`config.mk`:
```
export PLATFORM = sky130hd
export DESIGN_NAME = operand_address_mode_decoder
export DESIGN_NICKNAME = d
export VERILOG_FILES = /design/src/verilog/opdec_pkg.sv /design/src/verilog/opdec_mode_table.sv /design/src/verilog/operand_address_mode_decoder.sv
export SDC_FILE = /design/constraint.sdc
export NUM_CORES = 1
export LEC_CHECK = 0
export ABC_CLOCK_PERIOD_IN_PS = 10550
export CORE_MARGIN = 2
export CORE_UTILIZATION = 25
export DETAILED_ROUTE_END_ITERATION = 8
export DONT_BUFFER_PORTS = 1
export HOLD_SLACK_MARGIN = 0.06
export PLACE_DENSITY = 0.4
export SLEW_MARGIN = 40
export SYNTH_ARGS = -nofsm -noshare
export SYNTH_HDL_FRONTEND = slang
export SYNTH_SLANG_ARGS = --single-unit
```
`constraint.sdc`:
```
create_clock -name CORE_CLK -period 10.55 [get_ports CORE_CLK]
set_clock_uncertainty 0.15 [all_clocks]
set_input_delay 2.11 -clock CORE_CLK [delete_from_list [all_inputs] [get_ports CORE_CLK]]
set_output_delay 2.11 -clock CORE_CLK [all_outputs]
set_load 0.02 [all_outputs]
```
`src/verilog/opdec_pkg.sv`:
```
/*
  Constants and types for the operand address mode decoder.
  Assumes an 8-bit CPU with a 16-bit address space and opcode maps
  laid out with the mode in the high nibble.
*/
package opdec_pkg;

  typedef enum logic [3:0] {
    MODE_INHERENT,
    MODE_IMMEDIATE,
    MODE_DIRECT,
    MODE_EXTENDED,
    MODE_INDEXED_0,
    MODE_INDEXED_8,
    MODE_INDEXED_16,
    MODE_RELATIVE,
    MODE_BIT_BRANCH
  } addr_mode_t;

  typedef enum logic [3:0] {
    OP_SUBTRACT,
    OP_COMPARE_ACC,
    OP_SUBTRACT_WITH_CARRY,
    OP_COMPARE_INDEX,
    OP_AND,
    OP_BIT_TEST,
    OP_LOAD_ACCUMULATOR,
    OP_STORE_ACCUMULATOR,
    OP_EXCLUSIVE_OR_ACC,
    OP_ADD_WITH_CARRY,
    OP_OR_ACCUMULATOR,
    OP_ADD,
    OP_LOAD_INDEX,
    OP_STORE_INDEX,
    OP_MULTIPLY,
    OP_NONE
  } regmem_op_t;

  typedef enum logic [2:0] {
    ST_OPCODE,
    ST_BYTE1,
    ST_BYTE2,
    ST_DONE
  } fetch_state_t;

  localparam logic [7:0] ZERO_HIGH_BYTE = 8'h00;
  localparam logic [7:0] MULTIPLY_OPCODE = 8'h42;
  localparam logic [3:0] NIBBLE_BIT_BRANCH = 4'h0;
  localparam logic [3:0] NIBBLE_RELATIVE = 4'h2;
  localparam logic [3:0] NIBBLE_IMMEDIATE = 4'hA;
  localparam logic [3:0] NIBBLE_DIRECT = 4'hB;
  localparam logic [3:0] NIBBLE_EXTENDED = 4'hC;
  localparam logic [3:0] NIBBLE_INDEXED_16 = 4'hD;
  localparam logic [3:0] NIBBLE_INDEXED_8 = 4'hE;
  localparam logic [3:0] NIBBLE_INDEXED_0 = 4'hF;
  localparam logic [1:0] LEN_ONE = 2'h1;
  localparam logic [1:0] LEN_TWO = 2'h2;
  localparam logic [1:0] LEN_THREE = 2'h3;
  localparam logic [15:0] PC_RESET = 16'h0000;

endpackage : opdec_pkg

```
`src/verilog/opdec_mode_table.sv`:
```
/*
  Combinational opcode classifier: addressing mode, length and the
  register/memory operation. Assumes opcode is stable while decoded.
*/
`timescale 1ns/1ps
module opdec_mode_table (
  input  wire logic [7:0]          opcode,
  output opdec_pkg::addr_mode_t    mode,
  output logic [1:0]               length,
  output opdec_pkg::regmem_op_t    op,
  output logic                     is_branch
);

  logic [3:0] hi;
  logic [3:0] lo;

  assign hi = opcode[7:4];
  assign lo = opcode[3:0];

  always_comb begin
    mode      = opdec_pkg::MODE_INHERENT;
    length    = opdec_pkg::LEN_ONE;
    is_branch = 1'b0;
    case (hi)
      opdec_pkg::NIBBLE_BIT_BRANCH: begin
        mode      = opdec_pkg::MODE_BIT_BRANCH;
        length    = opdec_pkg::LEN_THREE;
        is_branch = 1'b1;
      end
      opdec_pkg::NIBBLE_RELATIVE: begin
        mode      = opdec_pkg::MODE_RELATIVE;
        length    = opdec_pkg::LEN_TWO;
        is_branch = 1'b1;
      end
      opdec_pkg::NIBBLE_IMMEDIATE: begin
        mode   = opdec_pkg::MODE_IMMEDIATE;
        length = opdec_pkg::LEN_TWO;
      end
      opdec_pkg::NIBBLE_DIRECT: begin
        mode   = opdec_pkg::MODE_DIRECT;
        length = opdec_pkg::LEN_TWO;
      end
      opdec_pkg::NIBBLE_EXTENDED: begin
        mode   = opdec_pkg::MODE_EXTENDED;
        length = opdec_pkg::LEN_THREE;
      end
      opdec_pkg::NIBBLE_INDEXED_16: begin
        mode   = opdec_pkg::MODE_INDEXED_16;
        length = opdec_pkg::LEN_THREE;
      end
      opdec_pkg::NIBBLE_INDEXED_8: begin
        mode   = opdec_pkg::MODE_INDEXED_8;
        length = opdec_pkg::LEN_TWO;
      end
      opdec_pkg::NIBBLE_INDEXED_0: begin
        mode   = opdec_pkg::MODE_INDEXED_0;
        length = opdec_pkg::LEN_ONE;
      end
      default: begin
        mode      = opdec_pkg::MODE_INHERENT;
        length    = opdec_pkg::LEN_ONE;
        is_branch = 1'b0;
      end
    endcase
  end

  always_comb begin
    op = opdec_pkg::OP_NONE;
    if (opcode == opdec_pkg::MULTIPLY_OPCODE) begin
      op = opdec_pkg::OP_MULTIPLY;
    end else if (hi >= opdec_pkg::NIBBLE_IMMEDIATE) begin
      case (lo)
        4'h0: op = opdec_pkg::OP_SUBTRACT;
        4'h1: op = opdec_pkg::OP_COMPARE_ACC;
        4'h2: op = opdec_pkg::OP_SUBTRACT_WITH_CARRY;
        4'h3: op = opdec_pkg::OP_COMPARE_INDEX;
        4'h4: op = opdec_pkg::OP_AND;
        4'h5: op = opdec_pkg::OP_BIT_TEST;
        4'h6: op = opdec_pkg::OP_LOAD_ACCUMULATOR;
        4'h7: op = opdec_pkg::OP_STORE_ACCUMULATOR;
        4'h8: op = opdec_pkg::OP_EXCLUSIVE_OR_ACC;
        4'h9: op = opdec_pkg::OP_ADD_WITH_CARRY;
        4'hA: op = opdec_pkg::OP_OR_ACCUMULATOR;
        4'hB: op = opdec_pkg::OP_ADD;
        4'hE: op = opdec_pkg::OP_LOAD_INDEX;
        4'hF: op = opdec_pkg::OP_STORE_INDEX;
        default: op = opdec_pkg::OP_NONE;
      endcase
    end
  end

endmodule : opdec_mode_table

```
`src/verilog/operand_address_mode_decoder.sv`:
```
/*
  Instruction length and operand effective address generation.
  Assumes a synchronous memory that returns MEM_RDATA one cycle after
  MEM_RD is raised at MEM_ADDR, and a core that supplies the index
  register and the branch condition.
*/
`timescale 1ns/1ps
// How it works
// - Inherent opcodes are one byte and produce no operand address.
// - Immediate opcodes are two bytes; second byte is the literal.
// - Direct opcodes are two bytes; address high byte is zero.
// - Bit test branches are three bytes: direct operand, relative target.
// - Extended opcodes are three bytes; address taken high then low.
// - Indexed no offset is one byte; address is zero then index.
// - Indexed 8-bit offset is two bytes; index plus offset, unsigned.
// - Indexed 16-bit offset is three bytes; index plus 16-bit offset.
// - Taken branch adds signed offset to the next instruction address.
// - Untaken branch continues at the next instruction.
// - Relative mode applies only to branch opcodes.
// - Register/memory ops take a memory operand only in modes that give an operand address.
// - Register/memory group holds the fifteen listed operations.
module operand_address_mode_decoder (
  input  wire logic        CORE_CLK,
  input  wire logic        RST,
  input  wire logic        START,
  input  wire logic [7:0]  MEM_RDATA,
  input  wire logic [7:0]  INDEX_REG,
  input  wire logic        BRANCH_COND,
  output logic             MEM_RD,
  output logic [15:0]      MEM_ADDR,
  output logic             DONE,
  output logic [7:0]       OPCODE,
  output logic [1:0]       INSN_LENGTH,
  output logic [3:0]       ADDR_MODE,
  output logic [3:0]       REGMEM_OP,
  output logic             REGMEM_USES_MEM,
  output logic             ADDR_VALID,
  output logic [15:0]      OPERAND_ADDR,
  output logic [7:0]       IMMEDIATE_DATA,
  output logic             IMMEDIATE_VALID,
  output logic [15:0]      NEXT_PC,
  output logic [15:0]      PC
);

  opdec_pkg::fetch_state_t state_q;
  opdec_pkg::addr_mode_t   mode;
  opdec_pkg::regmem_op_t   op;
  logic [1:0]              length;
  logic                    is_branch;
  logic [7:0]              opcode_q;
  logic [7:0]              byte1_q;
  logic [15:0]             pc_q;
  logic [15:0]             fetch_pc_q;
  logic [15:0]             next_pc;
  logic [15:0]             operand_addr_d;
  logic                    addr_valid_d;
  logic [15:0]             branch_target;
  logic [15:0]             rel_offset;
  logic [15:0]             offset16;
  logic [15:0]             index16;
  logic [7:0]              opcode_now;
  logic [15:0]             operand_addr_q;
  logic                    addr_valid_q;
  logic [7:0]              imm_q;
  logic                    imm_valid_q;
  logic                    done_q;
  logic [15:0]             next_pc_q;

  // Opcode byte arrives in ST_BYTE1's first cycle on MEM_RDATA
  assign opcode_now = (state_q == opdec_pkg::ST_BYTE1) ? MEM_RDATA
                                                        : opcode_q;

  opdec_mode_table u_table (
    .opcode    (opcode_now),
    .mode      (mode),
    .length    (length),
    .op        (op),
    .is_branch (is_branch)
  );

  always_ff @(posedge CORE_CLK) begin
    if (RST) begin
      state_q <= opdec_pkg::ST_OPCODE;
    end else begin
      case (state_q)
        opdec_pkg::ST_OPCODE: begin
          if (START) begin
            state_q <= opdec_pkg::ST_BYTE1;
          end
        end
        opdec_pkg::ST_BYTE1: begin
          if (length == opdec_pkg::LEN_ONE) begin
            state_q <= opdec_pkg::ST_DONE;
          end else begin
            state_q <= opdec_pkg::ST_BYTE2;
          end
        end
        opdec_pkg::ST_BYTE2: begin
          if (length == opdec_pkg::LEN_TWO) begin
            state_q <= opdec_pkg::ST_DONE;
          end else begin
            state_q <= opdec_pkg::ST_DONE;
          end
        end
        opdec_pkg::ST_DONE: begin
          state_q <= opdec_pkg::ST_OPCODE;
        end
        default: begin
          state_q <= opdec_pkg::ST_OPCODE;
        end
      endcase
    end
  end

  // Byte counter: three-byte forms read their last byte in ST_DONE
  always_ff @(posedge CORE_CLK) begin
    if (RST) begin
      opcode_q   <= 8'h00;
      byte1_q    <= 8'h00;
      fetch_pc_q <= opdec_pkg::PC_RESET;
    end else begin
      case (state_q)
        opdec_pkg::ST_OPCODE: begin
          if (START) begin
            fetch_pc_q <= pc_q + 16'h0001;
          end
        end
        opdec_pkg::ST_BYTE1: begin
          opcode_q <= MEM_RDATA;
          if (length != opdec_pkg::LEN_ONE) begin
            fetch_pc_q <= fetch_pc_q + 16'h0001;
          end
        end
        opdec_pkg::ST_BYTE2: begin
          byte1_q <= MEM_RDATA;
          if (length == opdec_pkg::LEN_THREE) begin
            fetch_pc_q <= fetch_pc_q + 16'h0001;
          end
        end
        default: begin
          fetch_pc_q <= fetch_pc_q;
        end
      endcase
    end
  end

  // Memory read strobe and address for each fetched byte
  always_comb begin
    MEM_RD   = 1'b0;
    MEM_ADDR = fetch_pc_q;
    case (state_q)
      opdec_pkg::ST_OPCODE: begin
        MEM_RD   = START;
        MEM_ADDR = pc_q;
      end
      opdec_pkg::ST_BYTE1: begin
        MEM_RD = (length != opdec_pkg::LEN_ONE);
      end
      opdec_pkg::ST_BYTE2: begin
        MEM_RD = (length == opdec_pkg::LEN_THREE);
      end
      default: begin
        MEM_RD = 1'b0;
      end
    endcase
  end

  // Final byte: opcode in ST_BYTE1 for one-byte forms, byte1 in ST_BYTE2 for two-byte, else ST_DONE
  logic        last_cycle;
  logic [7:0]  b1;
  logic [7:0]  b2;

  always_comb begin
    last_cycle = 1'b0;
    b1 = byte1_q;
    b2 = MEM_RDATA;
    case (state_q)
      opdec_pkg::ST_BYTE1: begin
        last_cycle = (length == opdec_pkg::LEN_ONE);
      end
      opdec_pkg::ST_BYTE2: begin
        last_cycle = (length == opdec_pkg::LEN_TWO);
        b1 = MEM_RDATA;
      end
      opdec_pkg::ST_DONE: begin
        last_cycle = (length == opdec_pkg::LEN_THREE);
      end
      default: begin
        last_cycle = 1'b0;
      end
    endcase
  end

  // Next instruction address: opcode address plus length
  assign next_pc = pc_q + {14'h0000, length};
  assign index16 = {opdec_pkg::ZERO_HIGH_BYTE, INDEX_REG};
  assign offset16 = {b1, b2};
  assign rel_offset = {{8{b2[7]}}, b2};
  assign branch_target = next_pc + rel_offset;

  always_comb begin
    operand_addr_d = 16'h0000;
    addr_valid_d   = 1'b0;
    case (mode)
      opdec_pkg::MODE_DIRECT: begin
        operand_addr_d = {opdec_pkg::ZERO_HIGH_BYTE, b1};
        addr_valid_d   = 1'b1;
      end
      opdec_pkg::MODE_BIT_BRANCH: begin
        operand_addr_d = {opdec_pkg::ZERO_HIGH_BYTE, b1};
        addr_valid_d   = 1'b1;
      end
      opdec_pkg::MODE_EXTENDED: begin
        operand_addr_d = offset16;
        addr_valid_d   = 1'b1;
      end
      opdec_pkg::MODE_INDEXED_0: begin
        operand_addr_d = index16;
        addr_valid_d   = 1'b1;
      end
      opdec_pkg::MODE_INDEXED_8: begin
        operand_addr_d = index16 + {opdec_pkg::ZERO_HIGH_BYTE, b2};
        addr_valid_d   = 1'b1;
      end
      opdec_pkg::MODE_INDEXED_16: begin
        operand_addr_d = offset16 + index16;
        addr_valid_d   = 1'b1;
      end
      default: begin
        operand_addr_d = 16'h0000;
        addr_valid_d   = 1'b0;
      end
    endcase
  end

  // Short forms carry their single operand byte in b2
  always_ff @(posedge CORE_CLK) begin
    if (RST) begin
      operand_addr_q <= 16'h0000;
      addr_valid_q   <= 1'b0;
      imm_q          <= 8'h00;
      imm_valid_q    <= 1'b0;
      done_q         <= 1'b0;
      next_pc_q      <= opdec_pkg::PC_RESET;
    end else begin
      done_q <= last_cycle;
      if (last_cycle) begin
        operand_addr_q <= operand_addr_d;
        addr_valid_q   <= addr_valid_d;
        imm_valid_q    <= (mode == opdec_pkg::MODE_IMMEDIATE);
        imm_q          <= (mode == opdec_pkg::MODE_IMMEDIATE) ? b1
                                                              : 8'h00;
        next_pc_q      <= next_pc;
      end
    end
  end

  // Program counter advance at the end of each instruction
  always_ff @(posedge CORE_CLK) begin
    if (RST) begin
      pc_q <= opdec_pkg::PC_RESET;
    end else if (last_cycle) begin
      if (is_branch && BRANCH_COND) begin
        pc_q <= branch_target;
      end else begin
        pc_q <= next_pc;
      end
    end
  end

  assign DONE            = done_q;
  assign OPCODE          = opcode_q;
  assign ADDR_MODE       = 4'(mode);
  assign REGMEM_OP       = 4'(op);
  assign REGMEM_USES_MEM = addr_valid_q && (op != opdec_pkg::OP_NONE);
  assign ADDR_VALID      = addr_valid_q;
  assign OPERAND_ADDR    = operand_addr_q;
  assign IMMEDIATE_DATA  = imm_q;
  assign IMMEDIATE_VALID = imm_valid_q;
  assign NEXT_PC         = next_pc_q;
  assign PC              = pc_q;
  assign INSN_LENGTH     = length;

endmodule : operand_address_mode_decoder

```
Word level (Yosys, flattened, before mapping)
Memories as Yosys holds them, arrays and structs flattened.
Cells that the tools add are included.
Widths: inputs -> output; s select.
{"block": "classes", "multipliers": 0, "n_div": 0, "mux": 21, "add_sub_neg": 6, "n_eq_ne": 26, "n_bitwise": 0, "n_reduce_logical": 11, "n_shift": 0, "n_lt_le_gt_ge": 1}
{"op": "$mux 16", "count": 5}
{"op": "$pmux 16 s5", "count": 1}
{"op": "$pmux 16 s3", "count": 1}
{"op": "$add 16x1->16 const B", "count": 2}
{"op": "$pmux 4 s8", "count": 1}
{"op": "$eq 4x4->1 const B", "count": 7}
{"op": "$mux 8", "count": 3}
{"op": "$add 16x16->16", "count": 1}
{"op": "$add 16x2->16", "count": 1}
{"op": "$add 16x8->16", "count": 1}
{"op": "$eq 4x2->1 const B", "count": 3}
{"op": "$eq 4x3->1 const B", "count": 3}
{"op": "$add 8x8->9", "count": 1}
{"op": "$pmux 3 s3", "count": 1}
{"op": "$eq 8x7->1 const B", "count": 1}
{"op": "$mux 4", "count": 2}
{"op": "$eq 3x2->1 const B", "count": 2}
{"op": "$pmux 1 s3", "count": 2}
{"op": "$reduce_or 6->1", "count": 1}
{"op": "$eq 2x2->1 const B", "count": 2}
{"op": "$eq 4x1->1 const B", "count": 1}
{"op": "$ge 4x4->1 const B", "count": 1}
{"op": "$logic_not 4->1", "count": 1}
{"op": "$ne 2x1->1 const B", "count": 2}
{"op": "other kinds (14)", "count": 19}
{"block": "totals", "regBits": 94, "ram_bits": 0, "output_inout_bits": 95, "mem_bits_ro": 64, "latchBits": 0, "n_memories": 1, "inputBits": 20, "word_cells": 77}
{"name": "(name not given)", "depth": 16, "width": 4, "read_ports": 1, "rd_ports_with_merged_regs": 0, "write_ports": 0, "line": "opdec_mode_table.sv:72", "source": "case (lo)"}

Logic depth before layout (Yosys ltp)
Gate-level depths: netlist of run 1.
{"block": "depth", "word_depth": 8, "depth_mapped": 23, "ltp_nobuf": 20}

Modules after synthesis
A second synthesis of run 1 with hierarchy kept.
{"block": "hier_totals", "hier_cells": 806, "hier_area_um2": 6601.3}
{"mod": "operand_address_mode_decoder", "area_per_inst_um2": 6399.9, "seq_area_each_um2": 1861.8, "n_inst": 1, "cells_per_inst": 777}
{"mod": "opdec_mode_table", "area_per_inst_um2": 201.4, "seq_area_each_um2": 0.0, "n_inst": 1, "cells_per_inst": 29}

Worst setup path before layout of run 1
OpenSTA, ideal clock, no wires.
{"block": "synth_path", "path_type": "input to register", "startpoint": "input port MEM_RDATA[4]", "endpoint": "register pc_q[15], in the netlist PC[15]", "setup_time_ns": 0.121, "n_path_buf": 1, "t_required_ns": 10.279, "cell_stages": 17, "t_arrival_ns": 6.531, "setup_slack_ns": 3.748, "cell_sequence": "mux2i_1 -> clkbuf_1 -> nor2_1 -> a21oi_1 -> inv_1 -> fa_1 -> nand3b_1 -> nor4_1 -> xor2_1 -> ha_1 -> nand2_1 -> a2111oi_0 -> nand4_1 -> o311a_1 -> o211ai_1 -> mux2i_1 -> mux2_2"}
{"block": "synth_via", "elab_chain_len": 7, "elab_cells_between_ends": 21, "classes_between": "add/sub: 2; eq/ne: 9; mux: 5; reduce/logical: 5"}
{"item": "from (decl)", "line": "operand_address_mode_decoder.sv:26", "source": "input wire logic [7:0] MEM_RDATA,"}
{"item": "$mux 8 *"}
{"item": "$eq 4x2->1 (tied with other cells)", "line": "opdec_mode_table.sv:24", "source": "case (hi)"}
{"item": "$reduce_or 4->1 (no source line) or $reduce_or 3->1 (tied branches)"}
{"item": "$pmux 2 s2 *", "line": "opdec_mode_table.sv:24"}
{"item": "net INSN_LENGTH[1]", "line": "operand_address_mode_decoder.sv:33", "source": "output logic [1:0] INSN_LENGTH,"}
{"item": "$add 16x2->16 *", "line": "operand_address_mode_decoder.sv:195", "source": "assign next_pc = pc_q + {14'h0000, length};"}
{"item": "net next_pc[12]", "line": "operand_address_mode_decoder.sv:54", "source": "logic [15:0] next_pc;"}
{"item": "$add 16x16->16 *", "line": "operand_address_mode_decoder.sv:199", "source": "assign branch_target = next_pc + rel_offset;"}
{"item": "$mux 16 *", "line": "operand_address_mode_decoder.sv:263", "source": "if (is_branch && BRANCH_COND) begin"}
{"item": "to (signal assigned)", "line": "operand_address_mode_decoder.sv:261", "source": "pc_q <= opdec_pkg::PC_RESET;"}
{"item": "to (signal assigned)", "line": "operand_address_mode_decoder.sv:264", "source": "pc_q <= branch_target;"}
{"item": "to (signal assigned)", "line": "operand_address_mode_decoder.sv:266", "source": "pc_q <= next_pc;"}
{"item": "to (decl)", "line": "operand_address_mode_decoder.sv:52", "source": "logic [15:0] pc_q;"}
The timed path passes the listed nets; every way through them passes the cells marked *.
A chain may end at the register's enable or synchronous reset.

Worst setup path in the final report of run 1
{"block": "layout_path", "startpoint": "input port MEM_RDATA[5]", "endpoint": "register pc_q[15], in the netlist PC[15]"}
The elaborated chain is that of the path after synthesis.

==> results of run 1 <==
==> worst max-delay path: stages <==
cell	delay, ps
sky130_fd_sc_hd__mux2i_2	70
sky130_fd_sc_hd__buf_4	230
sky130_fd_sc_hd__a21oi_1	360
sky130_fd_sc_hd__nor2_1	90
sky130_fd_sc_hd__a21oi_2	410
sky130_fd_sc_hd__inv_1	120
sky130_fd_sc_hd__fa_1	500
sky130_fd_sc_hd__nand3b_1	310
sky130_fd_sc_hd__nor4_1	630
sky130_fd_sc_hd__xor2_1	220
sky130_fd_sc_hd__ha_1	410
sky130_fd_sc_hd__nand2_1	70
sky130_fd_sc_hd__a2111oi_0	510
sky130_fd_sc_hd__nand4_1	150
sky130_fd_sc_hd__o311a_1	160
sky130_fd_sc_hd__o211ai_1	100
sky130_fd_sc_hd__mux2i_1	220
sky130_fd_sc_hd__mux2_2	340
==> logic make-up after synthesis <==
family	synth area share, %
flip-flops	28.0
adder cells (fa/ha/maj)	7.47
XOR/XNOR	5.27
buffers and inverters	4.78
AO/OA/AOI/OAI	23.7
AND/OR/NAND/NOR	21.1
multiplexers	9.69
==> state kept, by name, summed over array words and instances (netlist names) <==
register / flops
fetch_pc_q: 16
PC: 16
IMMEDIATE_VALID: 1
IMMEDIATE_DATA: 8
OPERAND_ADDR: 16
state_q: 2
DONE: 1
byte1_q: 8
OPCODE: 8
ADDR_VALID: 1
NEXT_PC: 16
==> per-layer routing <==
metal	routed length, um	track usage [%]	vias up	part of all wire [%]
met3	1520	5.11	8	6.9
met5	0	0	-	0
met2	9870	24.3	127	45
li1	-	-	3010	-
met1	10500	21.3	2919	48
met4	144	2.62	0	0.65
==> final timing paths <==
kind / from / endpoint / cells after the start
max: MEM_RDATA[5] / PC[15]$_SDFFE_PP0P_ / 18
min: fetch_pc_q[15]$_SDFFE_PP0P_ / fetch_pc_q[15]$_SDFFE_PP0P_ / 2
max reg2reg: state_q[0]$_SDFFE_PP0N_ / PC[15]$_SDFFE_PP0P_ / 19
min reg2reg: fetch_pc_q[15]$_SDFFE_PP0P_ / fetch_pc_q[15]$_SDFFE_PP0P_ / 2
==> metrics by stage <==
step                      setup WS (ps)  instances  util, %  hold slack (ps)  cell area [um^2]
after global routing               3090       1152     27.8              417              7230
after detailed placement           2900       1136     26.6              362              6920
after floorplan                    3750        849        -              329              6650
after CTS                          3270       1152     27.7              384              7220
final                              3600       1152     27.8              374              7230
after global placement             2960       1136     26.5              354              6910
==> layout make-up <==
cell class              instances  share of cell area, %
flip-flops and latches         93                   25.7
clock buffers                  13                   3.87
multi-input cells             677                   62.3
inverters                      22                   1.14
repair buffers                  9                  0.934
clock inverters                 3                  0.242
well taps                     335                   5.79
==> where the power goes <==
part / switching, mW / internal (mW) / leakage [nW]
clock: 0.149 / 0.185 / 0.148
sequential: 0.180 / 0.431 / 0.755
combinational: 0.685 / 0.375 / 1.67
==> cells in the final DEF (no fill, tap or decap), drive strengths merged, types with 3 or more instances in the layout <==
| cell | Yosys | routed |
|---|---|---|
| nor2 | 102 | 102 |
| dfxtp | 93 | 93 |
| nand2 | 93 | 93 |
| o21ai | 54 | 54 |
| a21oi | 47 | 47 |
| ha | 34 | 34 |
| mux2i | 34 | 34 |
| nand3 | 27 | 27 |
| mux2 | 26 | 26 |
| xnor2 | 24 | 24 |
| inv | 22 | 22 |
| nor3 | 20 | 20 |
| o211ai | 20 | 20 |
| a211oi | 20 | 20 |
| xor2 | 16 | 16 |
| a21o | 14 | 14 |
| clkbuf | 37 | 13 |
| nor2b | 12 | 12 |
| nand3b | 10 | 10 |
| a22oi | 10 | 10 |
| a31oi | 9 | 9 |
| nand2b | 9 | 9 |
| buf | 20 | 9 |
| a32oi | 7 | 7 |
| o32ai | 7 | 7 |
| a2111oi | 6 | 6 |
| nand4 | 5 | 5 |
| nor3b | 5 | 5 |
| a21boi | 5 | 5 |
| o2111ai | 5 | 5 |
| nor4 | 5 | 5 |
| or3 | 4 | 4 |
| a311oi | 4 | 4 |
| a211o | 4 | 4 |
| or2 | 4 | 4 |
| and3 | 3 | 3 |
| a222oi | 3 | 3 |
| o21a | 3 | 3 |
| fa | 3 | 3 |
| or4 | 3 | 3 |
==> impl_metrics.py, run 1 <==
metrics = {
    "timing": {
        "maxSlewHeadroom_pct": 50.1,
        "final.min_clock_period_ps": 6950,
        "setup_failing_eps_final": 0,
        "setup_repair_after_global_routing_missed_its_margin": "no",
        "layout_worst_path_cycle_share_pct": 65.9,
        "totalNegativeSetupSlack_ps": 0,
        "finalHoldViolations": 0,
        "max_slew_violation_count": 0,
        "fmax_mhz": 144,
        "tightestPinTransition_ps": 741,
    },
    "setup_path": {
        "worst_setup_sp_type": "input pin",
        "endpoint_kind": "flip-flop",
        "worst-endpoint-required_ps": 10640,
        "reg2reg_slack_ps": 4260,
        "cp_data_arrival_time_ps": 7050,
        "worst-setup-path-type": "in -> reg",
        "timing.critical_path.fanout_max": 18,
    },
    "clock_tree": {
        "number_of_cts_inserted_buffers": 9,
        "clk_root_buffer_cell": "sky130_fd_sc_hd__clkbuf_16",
        "ctsLongestPathBuffers": 2,
        "post_cts_hold_buffer_count": 0,
        "post_cts_resized": 0,
        "clk_pin_slew_ps": 80,
        "cts_sinks": 93,
        "cts_tree": "done",
        "total_number_of_h_tree_levels": 3,
        "post_cts.repair.setup_buffers": 0,
        "clkLatencyLatePin_ps": 350,
    },
    "drt": {
        "length_of_the_first_detailed_routing_pass_in_iterations": 5,
        "route.detailed.wl_per_inst_um": 19.1,
        "dr.first_iter.drc_count": 386,
        "drt.antenna.violating_nets": 0,
        "vias": 6064,
        "detail_route.drc_violations": 0,
        "wirelength_um": 22000,
        "routed_via_density": 5.26,
    },
    "yosys": {
        "synth_flop_cell": "sky130_fd_sc_hd__dfxtp_1",
        "synth.distinct_cells": 64,
        "cell_types_with_the_largest_area_share_after_synthesis": "sky130_fd_sc_hd__dfxtp_1 (28%), sky130_fd_sc_hd__ha_1 (6.4%), sky130_fd_sc_hd__nor2_1 (5.7%)",
        "synth-seq-cells": 93,
        "yosysWarnings": 0,
        "async_reset_ff_share_pct": 0,
        "synth_top_area_cell": "sky130_fd_sc_hd__dfxtp_1",
        "netlist_instances": 849,
        "mappedNetlistArea_um2": 6650,
        "yosysTopAreaCellShare_pct": 28.0,
        "commonest_cells_in_the_netlist": "sky130_fd_sc_hd__nor2_1 (101), sky130_fd_sc_hd__dfxtp_1 (93), sky130_fd_sc_hd__nand2_1 (93), sky130_fd_sc_hd__o21ai_0 (52), sky130_fd_sc_hd__a21oi_1 (47)",
        "mappedNetlistNets": 906,
        "synth.yosys.seq_area_share_pct": 28.0,
        "yosys.cell_count.top_type": "sky130_fd_sc_hd__nor2_1",
        "synth-edff-count": 0,
        "synth.avg_cell_area_um2": 7.83,
    },
    "run": {
        "cap_violations": 0,
    },
    "run_status": {
        "status": "completed",
    },
    "min_path": {
        "worstHoldPathType": "reg -> reg",
    },
    "global_routing": {
        "global_route_wire_length_before_repair_um": 34800,
        "vias_in_the_first_global_route": 5820,
        "grt_start_max_net_pins": 91,
        "antenna_found_initial": 0,
        "global_route.overflow_total": 0,
        "gr-usage-all-layers_pct": 15.6,
    },
    "die": {
        "fp.dieH_um": 167,
        "row_count": 59,
        "fp.dieArea_um2": 27900,
        "design.core.area_um2": 26100,
        "die_w_um": 167,
        "i_o_pins": 115,
        "initial_utilization_pct": 25.5,
    },
    "cells_and_area": {
        "area_delta_synth_final_pct": 8.81,
        "final_layout_size_suffix_gt1_share_pct": 8.81,
        "multiInputGateArea_um2": 4510,
        "antenna_cells_inserted": 0,
        "design.final.nets": 869,
        "fillCellCount": 2855,
        "sequential_cell_area_um2": 1860,
    },
    "placed_design": {
        "hpwl_um": 15800,
        "gp_congestion": 0.811,
        "port-buffer-count": 0,
    },
    "pwr": {
        "total_leakage_power_nw": 2.57,
        "vdd_drop_max_v": 0.000124,
        "post-layout-total-power_mw": 2.01,
        "power-per-cell-area_nw_per_um2": 277,
    },
}
(Power assumes the default switching activity.)
==> run 2, diff against run 1 <==
Settings changed: ABC_CLOCK_PERIOD_IN_PS 10550 to 6100, PLACE_DENSITY 0.4 to 0.42.
Clock period 10.55 ns to 6.1 ns, I/O delays scaled along.
==> run 2 against run 1 <==
- worst setup slack lost 3200 ps
- power grew 79%
- critical path depth grew 1
- global-route usage grew 0.39 points
- sequential power grew 70%
- non-clock buffer count grew 21
- sequential share of layout area shrank 0.57 points
- via count grew 0.97%
- worst hold slack lost 8.2 ps
- final area grew 2.2%
- largest power group unchanged
==> impl_metrics.py, run 2 (synthesized netlist as in run 1, its figures left out) <==
metrics = {
    "cells_and_area": {
        "layout_common_cells": "sky130_fd_sc_hd__nor2_1 (101), sky130_fd_sc_hd__dfxtp_1 (93), sky130_fd_sc_hd__nand2_1 (93)",
        "stdcell_area_um2": 7400,
        "fillCellCount": 2840,
        "area_delta_synth_final_pct": 11.3,
        "layout.cells.most_common": "sky130_fd_sc_hd__nor2_1",
        "core_utilization_of_the_finished_layout_pct": 28.4,
        "post_route_non_filler_standard_cell_count": 1172,
        "design.final.nets": 890,
        "final_layout_size_suffix_gt1_share_pct": 10.3,
        "antenna_cells_inserted": 0,
    },
    "global_routing": {
        "vias_in_the_first_global_route": 5956,
        "global_route_wire_length_before_repair_um": 35600,
        "antenna_found_initial": 0,
        "gr-usage-all-layers_pct": 16.0,
        "grt_start_max_net_pins": 91,
        "global_route.overflow_total": 0,
    },
    "clock_tree": {
        "clk_pin_slew_ps": 70,
        "post_cts.repair.setup_buffers": 0,
        "clkLatencyLatePin_ps": 360,
        "clk_root_buffer_cell": "sky130_fd_sc_hd__clkbuf_16",
        "cts_tree": "done",
        "cts_sinks": 93,
        "total_number_of_h_tree_levels": 3,
        "ctsLongestPathBuffers": 2,
        "number_of_cts_inserted_buffers": 9,
    },
    "setup_path": {
        "max_stage_delay_ps": 530,
        "cp_top_family": "simple AND/OR/NAND/NOR gates",
        "cp_cell_sequence": "ha_2, mux2_2, nor3_1, nor2_1, a21oi_1, inv_1, fa_1, nand3b_1, nor3_1, xnor2_1, inv_1, ha_1, nand3_1, a2111oi_0, nand4_1, o311a_1, o211ai_1, mux2i_1, mux2_2",
        "last_element_of_the_critical_path": "PC[15]$_SDFFE_PP0P_",
        "critical_path_cell_count": 19,
        "critical_path_buf_inv_count": 2,
        "worstSetupStartpoint": "state_q[0]$_SDFFE_PP0N_",
        "worstReg2RegStart": "state_q[0]$_SDFFE_PP0N_",
        "cp_data_arrival_time_ps": 5770,
        "crit_path_top_delay_cell": "sky130_fd_sc_hd__a2111oi_0",
        "timing.critical_path.fanout_max": 11,
        "worst_setup_sp_type": "flip-flop",
        "worst-endpoint-required_ps": 6200,
        "worst-setup-path-type": "reg -> reg",
        "reg2reg_to": "PC[15]$_SDFFE_PP0P_",
        "reg2reg_slack_ps": 430,
        "endpoint_kind": "flip-flop",
        "timing.reg2reg.worst_path_depth": 19,
    },
    "timing": {
        "max_slew_violation_count": 0,
        "maxSlewHeadroom_pct": 42.9,
        "totalNegativeSetupSlack_ps": 0,
        "finalHoldViolations": 0,
        "worst_case_setup_margin_in_the_final_layout_ps": 427,
        "setup_repair_after_global_routing_missed_its_margin": "no",
        "hold_slack_ps": 366,
        "fmax_mhz": 176,
        "setup_failing_eps_final": 0,
        "final.min_clock_period_ps": 5670,
        "tightestPinTransition_ps": 851,
        "layout_worst_path_cycle_share_pct": 93.0,
    },
    "placed_design": {
        "gp_congestion": 0.832,
        "placedCellCount": 1157,
        "post-place-ws_ps": 52.4,
        "post_dp_cell_area_um2": 7070,
        "hpwl_um": 16200,
        "port-buffer-count": 0,
    },
    "pwr": {
        "vdd_drop_max_v": 0.000207,
        "post-layout-total-power_mw": 3.59,
        "power-per-cell-area_nw_per_um2": 486,
        "total_leakage_power_nw": 2.67,
    },
    "die": {
        "fp.dieH_um": 167,
        "row_count": 59,
        "fp.dieArea_um2": 27900,
        "initial_utilization_pct": 25.5,
        "die_w_um": 167,
        "design.core.area_um2": 26100,
        "i_o_pins": 115,
    },
    "run_status": {
        "status": "completed",
    },
    "drt": {
        "length_of_the_first_detailed_routing_pass_in_iterations": 5,
        "vias": 6123,
        "route.detailed.wl_per_inst_um": 19.0,
        "detail_route.drc_violations": 0,
        "dr.first_iter.drc_count": 391,
        "wirelength_um": 22300,
        "drt.antenna.violating_nets": 0,
        "routed_via_density": 5.22,
    },
    "run": {
        "cap_violations": 0,
    },
    "min_path": {
        "worstHoldPathType": "reg -> reg",
    },
}
## run 2: layout make-up
type                    count  area, um^2  share of cell area, %
clock buffers              11         243                   3.28
multi-input cells         677        4490                   60.7
inverters                  22        82.6                   1.12
well taps                 335         419                   5.67
flip-flops and latches     93        1860                   25.2
repair buffers             30         225                   3.04
clock inverters             4        72.6                  0.981
## run 2: worst min-delay path by stage
stage	startpoint	end	slack [ps]	depth (start not counted)
after floorplan	fetch_pc_q[0]$_SDFFE_PP0P_	fetch_pc_q[0]$_SDFFE_PP0P_	330	2
after global placement	fetch_pc_q[0]$_SDFFE_PP0P_	fetch_pc_q[0]$_SDFFE_PP0P_	350	2
after detailed placement	fetch_pc_q[0]$_SDFFE_PP0P_	fetch_pc_q[0]$_SDFFE_PP0P_	370	2
after CTS	fetch_pc_q[0]$_SDFFE_PP0P_	fetch_pc_q[0]$_SDFFE_PP0P_	380	2
after global routing	fetch_pc_q[0]$_SDFFE_PP0P_	fetch_pc_q[0]$_SDFFE_PP0P_	410	2
final	fetch_pc_q[0]$_SDFFE_PP0P_	fetch_pc_q[0]$_SDFFE_PP0P_	370	2
## run 2: where the power goes
group | switching [mW] | internal (mW)
clock | 0.255 | 0.368
sequential | 0.290 | 0.746
combinational | 1.23 | 0.709
total | 1.77 | 1.82
## run 2: per-layer routing
metal | GRT usage, % | up-vias | share of wire [%]
li1 | - | 3043 | -
met1 | 21.7 | 2927 | 47
met2 | 24.7 | 135 | 44
met3 | 4.99 | 18 | 7.3
met4 | 4.27 | 0 | 1.6
met5 | 0 | - | 0
## run 2: what timing repair did
action,in CTS,in global routing
endpoints found under the setup margin,0,1
hold buffers,0,0
gates resized for setup,0,2
## run 2: worst register-to-register path: stages, from the launching register on
cell and delay [ps]:
sky130_fd_sc_hd__dfxtp_1 430, sky130_fd_sc_hd__ha_2 410, sky130_fd_sc_hd__mux2_2 390, sky130_fd_sc_hd__nor3_1 280, sky130_fd_sc_hd__nor2_1 90, sky130_fd_sc_hd__a21oi_1 270, sky130_fd_sc_hd__inv_1 100, sky130_fd_sc_hd__fa_1 490
sky130_fd_sc_hd__nand3b_1 340, sky130_fd_sc_hd__nor3_1 300, sky130_fd_sc_hd__xnor2_1 200, sky130_fd_sc_hd__inv_1 70, sky130_fd_sc_hd__ha_1 390, sky130_fd_sc_hd__nand3_1 150, sky130_fd_sc_hd__a2111oi_0 530, sky130_fd_sc_hd__nand4_1 150
sky130_fd_sc_hd__o311a_1 150, sky130_fd_sc_hd__o211ai_1 110, sky130_fd_sc_hd__mux2i_1 220, sky130_fd_sc_hd__mux2_2 340
